**config.mk**
```make
export PLATFORM = sky130hd
export DESIGN_NAME = wake_slicer_regs
export DESIGN_NICKNAME = d
export VERILOG_FILES = /design/src/verilog/wake_regs_pkg.sv /design/src/verilog/serial_reg_port.sv /design/src/verilog/tick_divider.sv /design/src/verilog/wake_slicer_regs.sv
export SDC_FILE = /design/constraint.sdc
export NUM_CORES = 1
export LEC_CHECK = 0
export BUFFER_PORTS_ARGS = -buffer_cell sky130_fd_sc_hd__buf_2
export CAP_MARGIN = 20
export CORE_ASPECT_RATIO = 0.9
export CORE_MARGIN = 2
export CORE_UTILIZATION = 50
export DETAILED_ROUTE_END_ITERATION = 7
export PLACE_DENSITY = 0.66
export SYNTH_ARGS = -nofsm -noshare
export SYNTH_HDL_FRONTEND = slang
export SYNTH_HIERARCHICAL = 1
export SYNTH_SLANG_ARGS = --single-unit
```
**constraint.sdc**
```tcl
create_clock -name core_clk -period 12.61 [get_ports core_clk]
set_clock_uncertainty 0.1 [all_clocks]
set_input_delay 1.261 -clock core_clk [delete_from_list [all_inputs] [get_ports core_clk]]
set_output_delay 1.261 -clock core_clk [all_outputs]
set_load 0.1 [all_outputs]
```
**src/verilog/wake_regs_pkg.sv**
```systemverilog
// Constants shared by the slicer trim and wake-up control register block
`default_nettype none
package wake_regs_pkg;
    // =========================================================
    // Register addresses on the serial port
    localparam int ADDR_W = 5;
    localparam int DATA_W = 32;
    localparam logic [4:0] SLICER_TRIM_ADDR = 5'h0a;
    localparam logic [4:0] WAKE_CONTROL_ADDR = 5'h0b;
    // =========================================================
    // Reset values and writable bits
    localparam logic [5:0] SLICER_TRIM_RESET = 6'h20;
    localparam logic [31:0] WAKE_CONTROL_RESET = 32'h7f8be110;
    localparam logic [31:0] WAKE_CONTROL_WMASK = 32'hfffffffc;
    // =========================================================
    // Field positions
    localparam int TRIM_MSB = 5;
    localparam int TRIM_LSB = 2;
    localparam int SHIFT_UP_BIT = 1;
    localparam int SHIFT_DOWN_BIT = 0;
    localparam int ENABLE_BIT = 31;
    localparam int DATA_FIELD_BIT = 30;
    localparam int STOP_MODE_BIT = 29;
    localparam int LEN_MSB = 28;
    localparam int LEN_LSB = 24;
    localparam int ADDR_FIELD_BIT = 23;
    localparam int ERR_TEST_BIT = 22;
    localparam int PER_PRESC_MSB = 21;
    localparam int PER_PRESC_LSB = 20;
    localparam int PER_COUNT_MSB = 19;
    localparam int PER_COUNT_LSB = 13;
    localparam int WL1_PRESC_BIT = 12;
    localparam int WL1_COUNT_MSB = 11;
    localparam int WL1_COUNT_LSB = 6;
    localparam int WL2_MSB = 5;
    localparam int WL2_LSB = 3;
    localparam int STUFF_INHIBIT_BIT = 2;
    // =========================================================
    // Serial frame: one direction bit, address, data
    localparam logic [5:0] FRAME_ADDR_LAST = 6'h05;
    localparam logic [5:0] FRAME_LAST = 6'h25;
    // =========================================================
    // Timing
    localparam int CLK_FREQ_HZ = 100_000_000;
    localparam int PERIOD_TICK_MS = 10;
    localparam int CHECK_TICK_MS = 1;
    localparam int PERIOD_TICK_CYCLES = CLK_FREQ_HZ / 1000 * PERIOD_TICK_MS;
    localparam int CHECK_TICK_CYCLES = CLK_FREQ_HZ / 1000 * CHECK_TICK_MS;
endpackage : wake_regs_pkg
`default_nettype wire

```
**src/verilog/serial_reg_port.sv**
```systemverilog
// Three-wire serial slave turning host frames into register accesses
`timescale 1ns/1ps
`default_nettype none
module serial_reg_port (
    input wire logic core_clk, // System clock
    input wire logic rst, // Asynchronous reset
    input wire logic ser_sel_n, // Frame select, low during a frame
    input wire logic ser_clk, // Serial bit clock from host
    input wire logic ser_data_in, // Serial data from host
    output logic ser_data_out, // Serial read data
    output logic ser_data_oe, // Drive enable for read data
    output logic reg_wr, // Write pulse
    output logic [4:0] reg_addr, // Register address
    output logic [31:0] reg_wdata, // Write data
    input wire logic [31:0] reg_rdata // Read data for reg_addr
);
    logic clk_q_r;
    logic [5:0] bit_cnt_r;
    logic read_r;
    logic load_r;
    logic [31:0] shift_r;

    wire rise = ser_clk & ~clk_q_r & ~ser_sel_n;
    wire in_frame = (bit_cnt_r <= wake_regs_pkg::FRAME_LAST);
    wire take = rise & in_frame;
    wire addr_bit = take & (bit_cnt_r != 6'h00)
                    & (bit_cnt_r <= wake_regs_pkg::FRAME_ADDR_LAST);
    wire data_bit = take & (bit_cnt_r > wake_regs_pkg::FRAME_ADDR_LAST);

    always_ff @(posedge core_clk or posedge rst) begin
        if (rst) begin
            clk_q_r <= 1'b0;
            bit_cnt_r <= 6'h00;
            read_r <= 1'b0;
            load_r <= 1'b0;
            shift_r <= 32'h00000000;
            reg_addr <= 5'h00;
            reg_wdata <= 32'h00000000;
            reg_wr <= 1'b0;
            ser_data_out <= 1'b0;
            ser_data_oe <= 1'b0;
        end else begin
            clk_q_r <= ser_clk;
            reg_wr <= 1'b0;
            load_r <= 1'b0;
            if (ser_sel_n) begin
                bit_cnt_r <= 6'h00;
                ser_data_oe <= 1'b0;
            end else begin
                if (take) begin
                    bit_cnt_r <= bit_cnt_r + 6'h01;
                end
                if (take && bit_cnt_r == 6'h00) begin
                    read_r <= ser_data_in;
                end
                if (addr_bit) begin
                    reg_addr <= {reg_addr[3:0], ser_data_in};
                    load_r <= (bit_cnt_r == wake_regs_pkg::FRAME_ADDR_LAST) & read_r;
                end
                if (load_r) begin
                    shift_r <= reg_rdata;
                    ser_data_out <= reg_rdata[31];
                    ser_data_oe <= 1'b1;
                end else if (data_bit && read_r) begin
                    shift_r <= {shift_r[30:0], 1'b0};
                    ser_data_out <= shift_r[30];
                end else if (data_bit) begin
                    shift_r <= {shift_r[30:0], ser_data_in};
                    if (bit_cnt_r == wake_regs_pkg::FRAME_LAST) begin
                        reg_wdata <= {shift_r[30:0], ser_data_in};
                        reg_wr <= 1'b1;
                    end
                end
            end
        end
    end
endmodule : serial_reg_port
`default_nettype wire

```
**src/verilog/tick_divider.sv**
```systemverilog
// Free-running divider giving a one-cycle tick every DIVIDE clocks
`timescale 1ns/1ps
`default_nettype none
module tick_divider #(
    parameter int unsigned DIVIDE = 16
) (
    input wire logic core_clk, // System clock
    input wire logic rst, // Asynchronous reset
    input wire logic clear, // Restart the division
    output logic tick // One-cycle tick
);
    localparam int CW = (DIVIDE > 1) ? $clog2(DIVIDE) : 1;
    localparam logic [CW-1:0] LAST = CW'(DIVIDE - 1);

    logic [CW-1:0] count_r;
    wire at_last = (count_r == LAST);

    always_ff @(posedge core_clk or posedge rst) begin
        if (rst) begin
            count_r <= '0;
            tick <= 1'b0;
        end else if (clear) begin
            count_r <= '0;
            tick <= 1'b0;
        end else begin
            count_r <= at_last ? '0 : count_r + 1'b1;
            tick <= at_last;
        end
    end
endmodule : tick_divider
`default_nettype wire

```
**src/verilog/wake_slicer_regs.sv**
```systemverilog
// Slicer trim and wake-up control registers with wake timing engine
`timescale 1ns/1ps
`default_nettype none
module wake_slicer_regs #(
    parameter int unsigned PERIOD_TICK_CYCLES = wake_regs_pkg::PERIOD_TICK_CYCLES,
    parameter int unsigned CHECK_TICK_CYCLES = wake_regs_pkg::CHECK_TICK_CYCLES
) (
    input wire logic core_clk, // System clock, 100 MHz
    input wire logic rst, // Asynchronous reset, high
    // =========================================================
    // Three-wire serial register port
    input wire logic ser_sel_n, // Frame select, low active
    input wire logic ser_clk, // Serial bit clock
    input wire logic ser_data_in, // Serial data in
    output logic ser_data_out, // Serial data out
    output logic ser_data_oe, // Serial data drive enable
    // =========================================================
    // Events from the wake-up receiver
    input wire logic wake_message_valid, // Valid message received
    input wire logic ref_osc_start, // Reference oscillator started
    // =========================================================
    // Slicer controls
    output logic [3:0] slicer_reference_trim_field, // Slicer reference code
    output logic discriminator_shift_up, // Raise discriminator level
    output logic discriminator_shift_down, // Lower discriminator level
    // =========================================================
    // Wake message format controls
    output logic wake_function_enable, // Wake-up enabled
    output logic message_has_data, // Message carries data field
    output logic length_by_stop_field, // Length given by stop field
    output logic [4:0] message_payload_length, // Data bits minus one
    output logic message_has_address, // Message carries address field
    output logic message_error_test, // Error detection debug mode
    output logic stuffing_inhibit, // No bit stuffing
    // =========================================================
    // Wake timing events
    output logic wake_period_strobe, // Wake period elapsed
    output logic signal_strength_check, // Time for signal-strength check
    output logic header_check // Time for header detection check
);
    // =========================================================
    // Register storage
    logic [5:0] trim_r;
    logic [31:0] wake_r;
    logic [31:0] wake_nxt;

    logic reg_wr;
    logic [4:0] reg_addr;
    logic [31:0] reg_wdata;
    logic [31:0] reg_rdata;

    serial_reg_port u_port (
        .core_clk(core_clk),
        .rst(rst),
        .ser_sel_n(ser_sel_n),
        .ser_clk(ser_clk),
        .ser_data_in(ser_data_in),
        .ser_data_out(ser_data_out),
        .ser_data_oe(ser_data_oe),
        .reg_wr(reg_wr),
        .reg_addr(reg_addr),
        .reg_wdata(reg_wdata),
        .reg_rdata(reg_rdata)
    );

    // =========================================================
    // Address decode and read mux
    wire sel_trim = (reg_addr == wake_regs_pkg::SLICER_TRIM_ADDR);
    wire sel_wake = (reg_addr == wake_regs_pkg::WAKE_CONTROL_ADDR);
    wire trim_wr = reg_wr & sel_trim;
    wire wake_wr = reg_wr & sel_wake;

    // Unmapped addresses read as zero, narrow register zero-extended
    assign reg_rdata = sel_trim ? {26'h0, trim_r} :
                       sel_wake ? wake_r :
                       32'h00000000;

    // =========================================================
    // Wake control next value
    always_comb begin
        wake_nxt = wake_r;
        if (wake_wr) begin
            // Reserved low bits are never stored, so they read zero
            wake_nxt = reg_wdata & wake_regs_pkg::WAKE_CONTROL_WMASK;
        end
        if (wake_message_valid) begin
            wake_nxt[wake_regs_pkg::ENABLE_BIT] = 1'b0;
        end
    end

    always_ff @(posedge core_clk or posedge rst) begin
        if (rst) begin
            trim_r <= wake_regs_pkg::SLICER_TRIM_RESET;
            wake_r <= wake_regs_pkg::WAKE_CONTROL_RESET;
        end else begin
            if (trim_wr) begin
                trim_r <= reg_wdata[5:0];
            end
            wake_r <= wake_nxt;
        end
    end

    // =========================================================
    // Field outputs, straight from the register bits
    always_comb begin
        slicer_reference_trim_field =
            trim_r[wake_regs_pkg::TRIM_MSB:wake_regs_pkg::TRIM_LSB];
        discriminator_shift_up = trim_r[wake_regs_pkg::SHIFT_UP_BIT];
        discriminator_shift_down = trim_r[wake_regs_pkg::SHIFT_DOWN_BIT];
        wake_function_enable = wake_r[wake_regs_pkg::ENABLE_BIT];
        message_has_data = wake_r[wake_regs_pkg::DATA_FIELD_BIT];
        length_by_stop_field = wake_r[wake_regs_pkg::STOP_MODE_BIT];
        message_payload_length =
            wake_r[wake_regs_pkg::LEN_MSB:wake_regs_pkg::LEN_LSB];
        message_has_address = wake_r[wake_regs_pkg::ADDR_FIELD_BIT];
        message_error_test = wake_r[wake_regs_pkg::ERR_TEST_BIT];
        stuffing_inhibit = wake_r[wake_regs_pkg::STUFF_INHIBIT_BIT];
    end

    // =========================================================
    // Wake period target, in 10 ms ticks
    wire [1:0] per_presc =
        wake_r[wake_regs_pkg::PER_PRESC_MSB:wake_regs_pkg::PER_PRESC_LSB];
    wire [6:0] per_count =
        wake_r[wake_regs_pkg::PER_COUNT_MSB:wake_regs_pkg::PER_COUNT_LSB];
    wire [14:0] per_scaled;
    wire [14:0] per_target;

    // Codes 01 and 10 both mean two divide-by-16 stages bypassed to one
    assign per_scaled = (per_presc == 2'b11) ? {per_count, 8'h00} :
                        (per_presc != 2'b00) ? {4'h0, per_count, 4'h0} :
                        {8'h00, per_count};
    assign per_target = per_scaled + 15'h0001;

    // =========================================================
    // Wake period timer
    logic period_tick;
    logic [14:0] per_cnt_r;
    wire per_run = wake_r[wake_regs_pkg::ENABLE_BIT];
    wire [14:0] per_cnt_inc = per_cnt_r + 15'h0001;
    wire per_done = period_tick & (per_cnt_inc == per_target);

    tick_divider #(
        .DIVIDE(PERIOD_TICK_CYCLES)
    ) u_period_tick (
        .core_clk(core_clk),
        .rst(rst),
        .clear(~per_run),
        .tick(period_tick)
    );

    always_ff @(posedge core_clk or posedge rst) begin
        if (rst) begin
            per_cnt_r <= 15'h0000;
            wake_period_strobe <= 1'b0;
        end else if (!per_run) begin
            per_cnt_r <= 15'h0000;
            wake_period_strobe <= 1'b0;
        end else begin
            if (period_tick) begin
                per_cnt_r <= per_done ? 15'h0000 : per_cnt_inc;
            end
            wake_period_strobe <= per_done;
        end
    end

    // =========================================================
    // Check delays, in 1 ms ticks
    wire wl1_presc = wake_r[wake_regs_pkg::WL1_PRESC_BIT];
    wire [5:0] wl1_count =
        wake_r[wake_regs_pkg::WL1_COUNT_MSB:wake_regs_pkg::WL1_COUNT_LSB];
    wire [2:0] wl2_code = wake_r[wake_regs_pkg::WL2_MSB:wake_regs_pkg::WL2_LSB];
    wire [10:0] wl1_base = {5'h00, wl1_count} + 11'h001;
    wire [10:0] wl1_ms;
    wire [4:0] wl2_mult;
    wire [15:0] wl2_ms;

    assign wl1_ms = wl1_presc ? {wl1_base[6:0], 4'h0} : wl1_base;

    assign wl2_mult = (wl2_code == 3'h7) ? 5'h1f :
                      (wl2_code == 3'h6) ? 5'h10 :
                      (wl2_code == 3'h5) ? 5'h08 :
                      {2'h0, wl2_code};
    assign wl2_ms = {5'h00, wl1_ms} * {11'h000, wl2_mult};

    // =========================================================
    // Check sequencer, started by the reference oscillator
    typedef enum logic [1:0] {
        CHK_IDLE,
        CHK_RSSI,
        CHK_HEADER
    } check_state_e;

    check_state_e chk_r;
    check_state_e chk_nxt;
    logic [15:0] ms_cnt_r;
    logic [15:0] ms_cnt_nxt;
    logic rssi_go_nxt;
    logic header_go_nxt;
    logic check_tick;

    wire chk_start = ref_osc_start & per_run;
    wire [15:0] ms_inc = ms_cnt_r + 16'h0001;

    tick_divider #(
        .DIVIDE(CHECK_TICK_CYCLES)
    ) u_check_tick (
        .core_clk(core_clk),
        .rst(rst),
        .clear(chk_start),
        .tick(check_tick)
    );

    always_comb begin
        chk_nxt = chk_r;
        ms_cnt_nxt = ms_cnt_r;
        rssi_go_nxt = 1'b0;
        header_go_nxt = 1'b0;
        case (chk_r)
            CHK_IDLE: begin
                ms_cnt_nxt = 16'h0000;
            end
            CHK_RSSI: begin
                if (check_tick) begin
                    ms_cnt_nxt = ms_inc;
                    if (ms_inc == {5'h00, wl1_ms}) begin
                        rssi_go_nxt = 1'b1;
                        ms_cnt_nxt = 16'h0000;
                        if (wl2_mult == 5'h00) begin
                            header_go_nxt = 1'b1;
                            chk_nxt = CHK_IDLE;
                        end else begin
                            chk_nxt = CHK_HEADER;
                        end
                    end
                end
            end
            CHK_HEADER: begin
                if (check_tick) begin
                    ms_cnt_nxt = ms_inc;
                    if (ms_inc == wl2_ms) begin
                        header_go_nxt = 1'b1;
                        chk_nxt = CHK_IDLE;
                    end
                end
            end
            default: begin
                chk_nxt = CHK_IDLE;
            end
        endcase
        // A fresh oscillator start restarts timing; disable aborts it
        if (chk_start) begin
            chk_nxt = CHK_RSSI;
            ms_cnt_nxt = 16'h0000;
            rssi_go_nxt = 1'b0;
            header_go_nxt = 1'b0;
        end else if (!per_run) begin
            chk_nxt = CHK_IDLE;
            ms_cnt_nxt = 16'h0000;
            rssi_go_nxt = 1'b0;
            header_go_nxt = 1'b0;
        end
    end

    always_ff @(posedge core_clk or posedge rst) begin
        if (rst) begin
            chk_r <= CHK_IDLE;
            ms_cnt_r <= 16'h0000;
            signal_strength_check <= 1'b0;
            header_check <= 1'b0;
        end else begin
            chk_r <= chk_nxt;
            ms_cnt_r <= ms_cnt_nxt;
            signal_strength_check <= rssi_go_nxt;
            header_check <= header_go_nxt;
        end
    end
endmodule : wake_slicer_regs
`default_nettype wire
```
==> flow_metrics.tcl, run 1 <==
set metrics [dict create \
    rrSetupSlack_ps 6560 \
    ios 29 \
    utilization 0.5449 \
    post_cts_resized 0 \
    chipHeight_um 152.8 \
    hold_buffers 0 \
    antenna_found_initial 0 \
    hold_end "u_period_tick/count_r[0]" \
    async_flop_share 1.000 \
    vias 9229 \
    layout_min_cycle_time_ps 6054 \
    grt_max_degree 81 \
    finalCritPeriodShare 0.4801 \
    syn_area_sq_mm 0.01230 \
    fin_cells 1589 \
    critPathKind "flip-flop to flip-flop" \
    yosys_warnings 6 \
    finalSetupTns_ps 0 \
    hp-start "u_period_tick/count_r[0]" \
    routed_via_density 5.808 \
    drtPass1Iterations 5 \
    hp-class "flip-flop to flip-flop" \
    syn_nets 1358 \
    antenna_cells 0 \
    h-tree-depth 4 \
    cp.arrival_ps 6280 \
    total_power_mw 1.279 \
    holdPathStages 1 \
    path_max_fanout 30 \
    grt_pass1_wl_um 46040 \
    worstMarginPinSlew_ps 1075 \
    cp.required_ps 12840 \
    start_util 0.5086 \
    gp_congestion 0.8439 \
    dp_hpwl_um 18390 \
    maxSlewHeadroom 0.2817 \
    crit_start "wake_r[12]" \
    wl_per_cell_um 16.87 \
    synth_cells 1288 \
    ys_ff_latch 191 \
    grt_usage 0.2167 \
    fill_cells 2127 \
    setup_ws_ps 6556 \
    synth_cell_type_count 86 \
    clkTransAtPathRegs_ps 70 \
    drive_above_1_share 0.1218 \
    dpl_cell_area_sq_mm 0.01255 \
    maxCapViolCount 0 \
    post_cts_buffers 0 \
    clock_latency_ps 440 \
    final_common_cell "dfrtp_1" \
    routed_wl_um 26800 \
    hold_viol 0 \
    port_buffers 28 \
    grt_pass1_vias 9017 \
    vdd_drop_max_mv 0.1003 \
    ctsLongestPathBuffers 2 \
    setup_viol 0 \
    syn_avg_cell_area_sq_um 9.551 \
    yosysSeqAreaShare 0.3903 \
    met2_usage 0.3289 \
    first_iter_violations 755 \
    fin_nets 1338 \
    ant_nets 0 \
    use_met3 0.03870 \
    r2r_start "wake_r[12]" \
    rows 54 \
    die_area_sq_mm 0.02588 \
    core_area_sq_mm 0.02419 \
    tritoncts "done" \
    stdcell_area_sq_mm 0.01318 \
    syn_to_final_growth_pct 7.140 \
    busiest_layer "met2" \
    leakagePower_nw 5.609 \
    holdWs_ps 363.0 \
    grtUsageMet1 0.3285 \
    die_w_um 169.3 \
    mostFrequentLayoutCells "dfrtp_1 (174), nor2_1 (110), nand2_1 (92)" \
    numCtsBuffers 17 \
    ys.flop_type "dfrtp_1" \
    cts_sinks 191 \
    final_max_slew_viol_count 0 \
    grt_setup_unrepaired "false" \
    cts-root-buf "clkbuf_16" \
    status "completed" \
    overflow 0 \
    pre_cts_slack_ps 6600 \
    dp_cells 1556 \
    reg2reg_depth 18 \
    regToRegEndpoint "chk_r[0]" \
    fmaxAchievable_mhz 165.2 \
    endpoint_kind "flip-flop" \
    power_density_mw_per_mm2 97.05 \
    synth_edf_count 0 \
    drcViolationCount 0 \
    cp-start-kind "flip-flop" \
]
-- synth_stat cells, drive strengths merged, types with 5 or more instances --
library cell	n	share of area
a22oi	12	0.0073
nor2	112	0.035
and4	7	0.0050
or4	6	0.0037
a31oi	39	0.020
nor2b	8	0.0041
fa	27	0.044
o21ai	61	0.025
a21oi	60	0.025
mux2	77	0.071
nor3b	5	0.0039
dfstp	17	0.036
xnor2	71	0.051
dfrtp	174	0.35
inv	57	0.017
nand2	92	0.028
o31ai	5	0.0031
or3	11	0.0057
nand3	55	0.023
nand2b	12	0.0063
xor2	35	0.025
a21o	9	0.0055
o211ai	5	0.0031
and2	43	0.022
buf	30	0.015
a211oi	5	0.0035
clkbuf	47	0.015
o22ai	33	0.017
ha	36	0.037
mux2i	10	0.0081
nand4	29	0.019
nor4	15	0.010
nor3	26	0.011
o21a	5	0.0031
-- area by class of cell --
class,count,area [sq um],share of cell area
timing repair buffer,38,235.2,0.01785
tap,308,385.4,0.02924
sequential,191,4801,0.3642
inverter,57,216.5,0.01642
clock inverter,9,120.1,0.009113
multi-input combinational,963,6944,0.5269
clock buffer,23,478.0,0.03626
-- worst max-delay path, cell delays in order (launching register included) --
cell and delay [ps]:
dfrtp_1 910, nor2b_1 210, a41oi_1 50, mux2i_1 530, nand2_1 150, fa_1 530
inv_1 50, fa_1 500, fa_1 490, ha_1 390, a21o_1 250, a21oi_1 190
o21ai_0 100, a211oi_1 290, xnor2_1 160, nand4_1 130, a2111oi_2 460, o211ai_1 180
a31o_2 270
-- routing by layer --
| metal | wire (um) | vias up |
|---|---|---|
| li1 | - | 4507 |
| met1 | 13660 | 4527 |
| met2 | 12040 | 183 |
| met3 | 985 | 12 |
| met4 | 121 | 0 |
| met5 | 0 | - |
-- registers in the layout, summed over array words and instances, names as in the netlist, 2 cells and up --
register	count
u_check_tick/count_r	17
wake_r	30
ms_cnt_r	16
u_period_tick/count_r	20
u_port/reg_wdata	32
trim_r	6
u_port/reg_addr	5
u_port/bit_cnt_r	6
u_port/shift_r	31
chk_r	2
per_cnt_r	15
-- worst max-delay path by stage --
stage               endpoint  slack, ps  depth (start not counted)
floorplan           chk_r[0]       7240                         19
global placement    chk_r[0]       6660                         18
detailed placement  chk_r[0]       6600                         18
CTS                 chk_r[0]       6550                         18
global route        chk_r[0]       6150                         18
finish              chk_r[0]       6560                         18
-- power breakdown --
part	internal, mW	switching, mW
registers	0.630	0.0270
clock network	0.313	0.241
logic	0.0265	0.0430
-- cell families after synthesis --
logic type | synth area share
AOI/OAI and AO/OA | 0.1301
xor gates and xnor gates | 0.08106
adders and majority gates | 0.08055
buffers and inverters | 0.04658
DFF | 0.3903
muxes | 0.07893
and+or+nand+nor | 0.1925
No activity file was read; power rests on OpenSTA's default activity.
==> run 2: changes to the inputs <==
Settings changed: PLACE_DENSITY 0.66 to 0.69.
Clock period 12.61 ns to 4.96 ns, I/O delays scaled along.
==> run 2 against run 1 <==
Against the previous run:
- the flow now finishes with violations (negative setup slack)
- final cell count grew 4.6%
- power grew to 2.6 times the previous value
- die area is the same
- hold slack lost 320 ps
- critical path depth shrank 1
- critical path type unchanged
- critical endpoint unchanged
- highest routed layer unchanged
==> flow_metrics.tcl, run 2 (synthesis results as in run 1) <==
set metrics [dict create \
    die_w_um 169.3 \
    grt_setup_unrepaired "true" \
    ctsLongestPathBuffers 2 \
    crit_start "wake_r[8]" \
    overflow 0 \
    reg2reg_depth 17 \
    combPwrFrac 0.054 \
    cts-root-buf "clkbuf_16" \
    r2r_start "wake_r[8]" \
    ios 29 \
    syn_to_final_growth_pct 13.23 \
    drcViolationCount 0 \
    first_iter_violations 738 \
    layout_min_cycle_time_ps 5188 \
    p_sw_frac 0.2747 \
    fin_nets 1411 \
    grt_max_degree 48 \
    endpoint "chk_r[0]" \
    switching_power_mw 0.8979 \
    drive_above_1_share 0.1935 \
    routed_via_density 5.813 \
    grt_usage 0.2239 \
    dp_hpwl_um 20090 \
    vias 9661 \
    antenna_cells 0 \
    reg_top3 "u_port/reg_wdata x32, u_port/shift_r x31, wake_r x30" \
    finalCritPeriodShare 1.046 \
    power_density_mw_per_mm2 234.6 \
    ant_nets 0 \
    hold_viol 0 \
    setup_viol 3 \
    antenna_found_initial 0 \
    dp_cells 1623 \
    hp-class "input port to asynchronous set/reset pin" \
    grt_pass1_wl_um 47510 \
    clkPwrFrac 0.435 \
    grt_pass1_vias 9445 \
    violations "negative setup slack" \
    maxCapViolCount 0 \
    routed_wl_um 28530 \
    multi_input_area_sq_mm 0.007138 \
    largest_reg_flops 32 \
    rrSetupSlack_ps -230 \
    die_area_sq_mm 0.02588 \
    cp.required_ps 5180 \
    port_buffers 28 \
    core_area_sq_mm 0.02419 \
    maxSlewHeadroom 0.2935 \
    cp.arrival_ps 5410 \
    clock_latency_ps 440 \
    wl_per_cell_um 17.16 \
    fill_cells 2107 \
    fin_cells 1662 \
    h-tree-depth 4 \
    path_max_fanout 6 \
    vdd_drop_max_mv 0.2176 \
    drtPass1Iterations 5 \
    cp-start-kind "flip-flop" \
    p_int_mw 2.370 \
    hold_buffers 0 \
    pwr-share-seq 0.511 \
    final_max_slew_viol_count 0 \
    leakagePower_nw 5.986 \
    tritoncts "done" \
    worstMarginPinSlew_ps 1057 \
    clkTransAtPathRegs_ps 90 \
    mostFrequentLayoutCells "dfrtp_1 (173), nor2_1 (108), nand2_1 (89)" \
    finalSetupTns_ps -454.4 \
    status "finished, violations left" \
    setup_ws_ps -228.3 \
    gp_congestion 0.9080 \
    largest-register "u_port/reg_wdata" \
    seqCellArea_sq_mm 0.004802 \
    rows 54 \
    chipHeight_um 152.8 \
    endpoint_kind "flip-flop" \
    numCtsBuffers 17 \
    fmaxAchievable_mhz 192.7 \
    start_util 0.5086 \
    regToRegEndpoint "chk_r[0]" \
    final_common_cell "dfrtp_1" \
    critPathKind "flip-flop to flip-flop" \
    cts_sinks 191 \
]
[run 2: metrics by stage]
stage | power [mW] | area (sq um) | setup WS, ps | util | hold WS, ps
after floorplan | 1.821 | 12370 | -33.05 | - | 333.1
after global placement | 1.867 | 13110 | -163.0 | 0.5422 | 348.5
after detailed placement | 1.876 | 13110 | -290.7 | 0.5422 | 357.7
after CTS | 3.307 | 13830 | -151.0 | 0.5716 | 38.65
after global routing | 3.390 | 13930 | -412.6 | 0.5759 | 56.76
final | 3.268 | 13930 | -228.3 | 0.5759 | 42.32
[run 2: area by class of cell]
class / instances / area share
multi-input cells: 963 / 0.5124
inverters: 57 / 0.01554
clock inverters: 14 / 0.01302
flip-flops and latches: 191 / 0.3447
clock buffers: 18 / 0.03153
well taps: 308 / 0.02767
repair buffers: 111 / 0.05506
[run 2: power by group through the flow]
stage / Sequential, mW / Combinational, mW / Clock [mW]
2_1_floorplan: 1.68 / 0.145 / 0
3_3_place_gp: 1.69 / 0.172 / 0
3_5_place_dp: 1.70 / 0.179 / 0
4_1_cts: 1.67 / 0.179 / 1.46
5_1_grt: 1.68 / 0.202 / 1.51
6_report: 1.67 / 0.177 / 1.42
[run 2: critical path: stages, from the launching register on]
cell	delay [ps]
dfstp_2	600
nand4_1	140
or4_4	530
nand3_4	120
nand2_2	60
fa_1	500
inv_2	40
fa_1	480
fa_1	560
ha_4	220
a21o_1	180
a21oi_2	160
a21boi_1	100
or3_1	360
a2111oi_2	360
buf_4	180
o211ai_1	140
a31o_2	260
[run 2: timing repair]
item | in CTS | in global routing
buffers inserted | 4 | 3
gates resized for setup | 11 | 15
pin swaps | 4 | 2
endpoints found under the hold margin | 0 | 0
endpoints found under the setup margin | 3 | 3
[run 2: worst min path at each step]
stage,start,to,slack [ps],cells after the start
after CTS,rst,wake_r[20],40,2
after detailed placement,u_period_tick/count_r[0],u_period_tick/count_r[0],360,1
after global placement,u_period_tick/count_r[0],u_period_tick/count_r[0],350,1
final,rst,wake_r[20],40,2
after floorplan,rst,u_check_tick/count_r[0],330,1
after global routing,rst,wake_r[20],60,2
[run 2: layer usage]
metal	up-vias	share of wire	global-route usage
met5	-	0	0
met4	0	0.0084	0.04599
met3	19	0.035	0.03117
met2	197	0.48	0.3658
met1	4791	0.48	0.3197
li1	4654	-	-
==> run 3: changes to the inputs <==
Settings changed: ABC_AREA set to 1, PLACE_DENSITY 0.69 to 0.74.
==> run 3 against run 2 <==
Against the previous run:
- the flow now finishes without violations
- via count is 15% higher
- utilization down 1.7 points
- setup slack improved by 390 ps
- non-clock buffer count fell by 67
- maximum frequency increased by 8.0%
- final area is 1.0% higher
- sequential power grew 4%
- synthesized area rose by 4.3%
- sequential share of layout area down 0.35 points
- die area is 4.2% higher
- critical path depth rose by 12
- combinational power grew 69%
==> flow_metrics.tcl, run 3 <==
set metrics [dict create \
    dp_cells 2105 \
    leakagePower_nw 6.831 \
    ant_nets 0 \
    cp_common_cell "nand2_1" \
    hold_viol 0 \
    numCtsBuffers 17 \
    ctsLongestPathBuffers 2 \
    antenna_found_initial 0 \
    grt_pass1_vias 10378 \
    worstMarginPinSlew_ps 1078 \
    cts-root-buf "clkbuf_16" \
    ys_ff_latch 191 \
    clkTransAtPathRegs_ps 80 \
    largest-register "u_port/reg_wdata" \
    tritoncts "done" \
    die_area_sq_mm 0.02697 \
    stdcell_area_sq_mm 0.01407 \
    dp_hpwl_um 20570 \
    antenna_cells 0 \
    holdWs_ps 53.91 \
    synth_top_area_frac 0.3393 \
    fin_nets 1856 \
    drcViolationCount 0 \
    fmaxAchievable_mhz 208.2 \
    slowest_delay_ps 590 \
    dpl_cell_area_sq_mm 0.01318 \
    critPathKind "flip-flop to flip-flop" \
    rows 55 \
    path_max_fanout 6 \
    cts_sinks 191 \
    final_common_cell "nand2_1" \
    syn_avg_cell_area_sq_um 7.247 \
    reg_top3 "u_port/reg_wdata x32, u_port/shift_r x31, wake_r x30" \
    cpMaxStageDelayCell "dfstp_2" \
    h-tree-depth 4 \
    final_max_slew_viol_count 0 \
    syn_nets 1841 \
    core_area_sq_mm 0.02519 \
    vdd_drop_max_mv 0.1913 \
    synth_most_common_cell "nand2_1" \
    syn_to_final_growth_pct 9.662 \
    rrSetupSlack_ps 160 \
    finalCritPeriodShare 0.9681 \
    cp.arrival_ps 5040 \
    gp_congestion 0.9425 \
    drtPass1Iterations 6 \
    largest_reg_flops 32 \
    ios 29 \
    layout_min_cycle_time_ps 4802 \
    endpoint_kind "flip-flop" \
    yosysSeqAreaShare 0.3741 \
    pre_cts_slack_ps 55.61 \
    drive_above_1_share 0.1306 \
    utilization 0.5588 \
    synth_cells 1771 \
    fin_cells 2141 \
    cp.required_ps 5190 \
    hold_buffers 0 \
    power_density_mw_per_mm2 253.0 \
    yosys_warnings 6 \
    routed_via_density 5.205 \
    synth_area_leaders "dfrtp_1 (34%), nand2_1 (17%), inv_1 (6.5%), nor2_1 (6.3%), nand3_1 (4.4%)" \
    setup_ws_ps 158.0 \
    mostFrequentLayoutCells "nand2_1 (575), inv_1 (215), nor2_1 (211)" \
    total_power_mw 3.560 \
    chipHeight_um 156.0 \
    grt_max_degree 63 \
    grt_usage 0.2173 \
    ys.flop_type "dfrtp_1" \
    maxSlewHeadroom 0.2814 \
    synth_edf_count 0 \
    clock_latency_ps 450 \
    hp-class "input port to asynchronous set/reset pin" \
    status "completed" \
    start_util 0.5095 \
    finalSetupTns_ps 0 \
    wl_per_cell_um 13.58 \
    port_buffers 28 \
    synth_cell_type_count 44 \
    setup_viol 0 \
    synth_top_area_cell "dfrtp_1" \
    overflow 0 \
    routed_wl_um 29070 \
    grt_pass1_wl_um 48980 \
    maxCapViolCount 0 \
    first_iter_violations 677 \
    async_flop_share 1.000 \
    vias 11143 \
    die_w_um 172.9 \
    syn_area_sq_mm 0.01283 \
    cp-start-kind "flip-flop" \
    ys_top_cells_by_count "nand2_1 (584), inv_1 (221), nor2_1 (215)" \
]
## run 3: cell count changes after synthesis, moves of 22 or more
cell	delta
a21oi_1	-37
o22ai_1	-22
nor2_1	+104
xnor2_1	-62
nand3_1	+61
mux2_1	-36
o21ai_2	+30
nor2_2	+23
a31oi_1	-38
inv_1	+164
mux2_2	-40
clkbuf_1	-29
and2_1	-42
nand2_1	+492
## run 3: cell families (layout without fill, tap and decap cells)
group	count (synthesis)	after routing	synth area share
multiplexers	30	30	0.02340
AND/OR/NAND/NOR	1029	1029	0.3405
XOR/XNOR	37	37	0.02584
AO/OA/AOI/OAI	140	140	0.06610
buffers and inverters	281	309	0.09281
adder cells (fa/ha/maj)	63	63	0.07722
flip-flops	191	191	0.3741
## run 3: what timing repair did
item	4_1_cts	5_1_grt
resized for setup	0	41
setup buffers	0	4
endpoints found under the setup margin	0	3
## run 3: report_power, final
group          switching, mW  leakage, nW  internal (mW)
Clock                  0.794        0.323          0.734
Combinational          0.199         4.02          0.101
Sequential            0.0859         2.49           1.65
## run 3: final timing paths
check	from	end	depth (start not counted)
min in group core_clk	ser_clk	u_port/clk_q_r	1
max	wake_r[8]	chk_r[1]	29
max reg2reg	wake_r[8]	chk_r[1]	29
min reg2reg	u_port/reg_wdata[18]	u_port/reg_wdata[18]	2
max in group asynchronous	rst	u_port/load_r	3
min	rst	wake_r[31]	2
## run 3: final cells by class
cell class / instances / area, sq um
clock buffer: 17 / 425.4
clock inverter: 15 / 246.5
fill: 2346 / 11110
inverter: 233 / 878.3
multi-input combinational: 1299 / 7033
sequential: 191 / 4802
tap: 342 / 427.9
timing repair buffer: 44 / 260.3
## run 3: critical path, delay by kind of cell, from the launching register on
| kind | cells | cell delay [ps] |
|---|---|---|
| buffers and inverters | 2 | 140 |
| adder cells (fa/ha/maj) | 4 | 1860 |
| AND/OR/NAND/NOR | 23 | 2010 |
| flip-flops | 1 | 590 |
## run 3: per-layer routing
| metal | part of all wire | wire length (um) | track usage |
|---|---|---|---|
| met5 | 0 | 0 | 0 |
| met4 | 0.018 | 517 | 0.05609 |
| met3 | 0.038 | 1107 | 0.02778 |
| met2 | 0.47 | 13530 | 0.3585 |
| met1 | 0.48 | 13920 | 0.3045 |
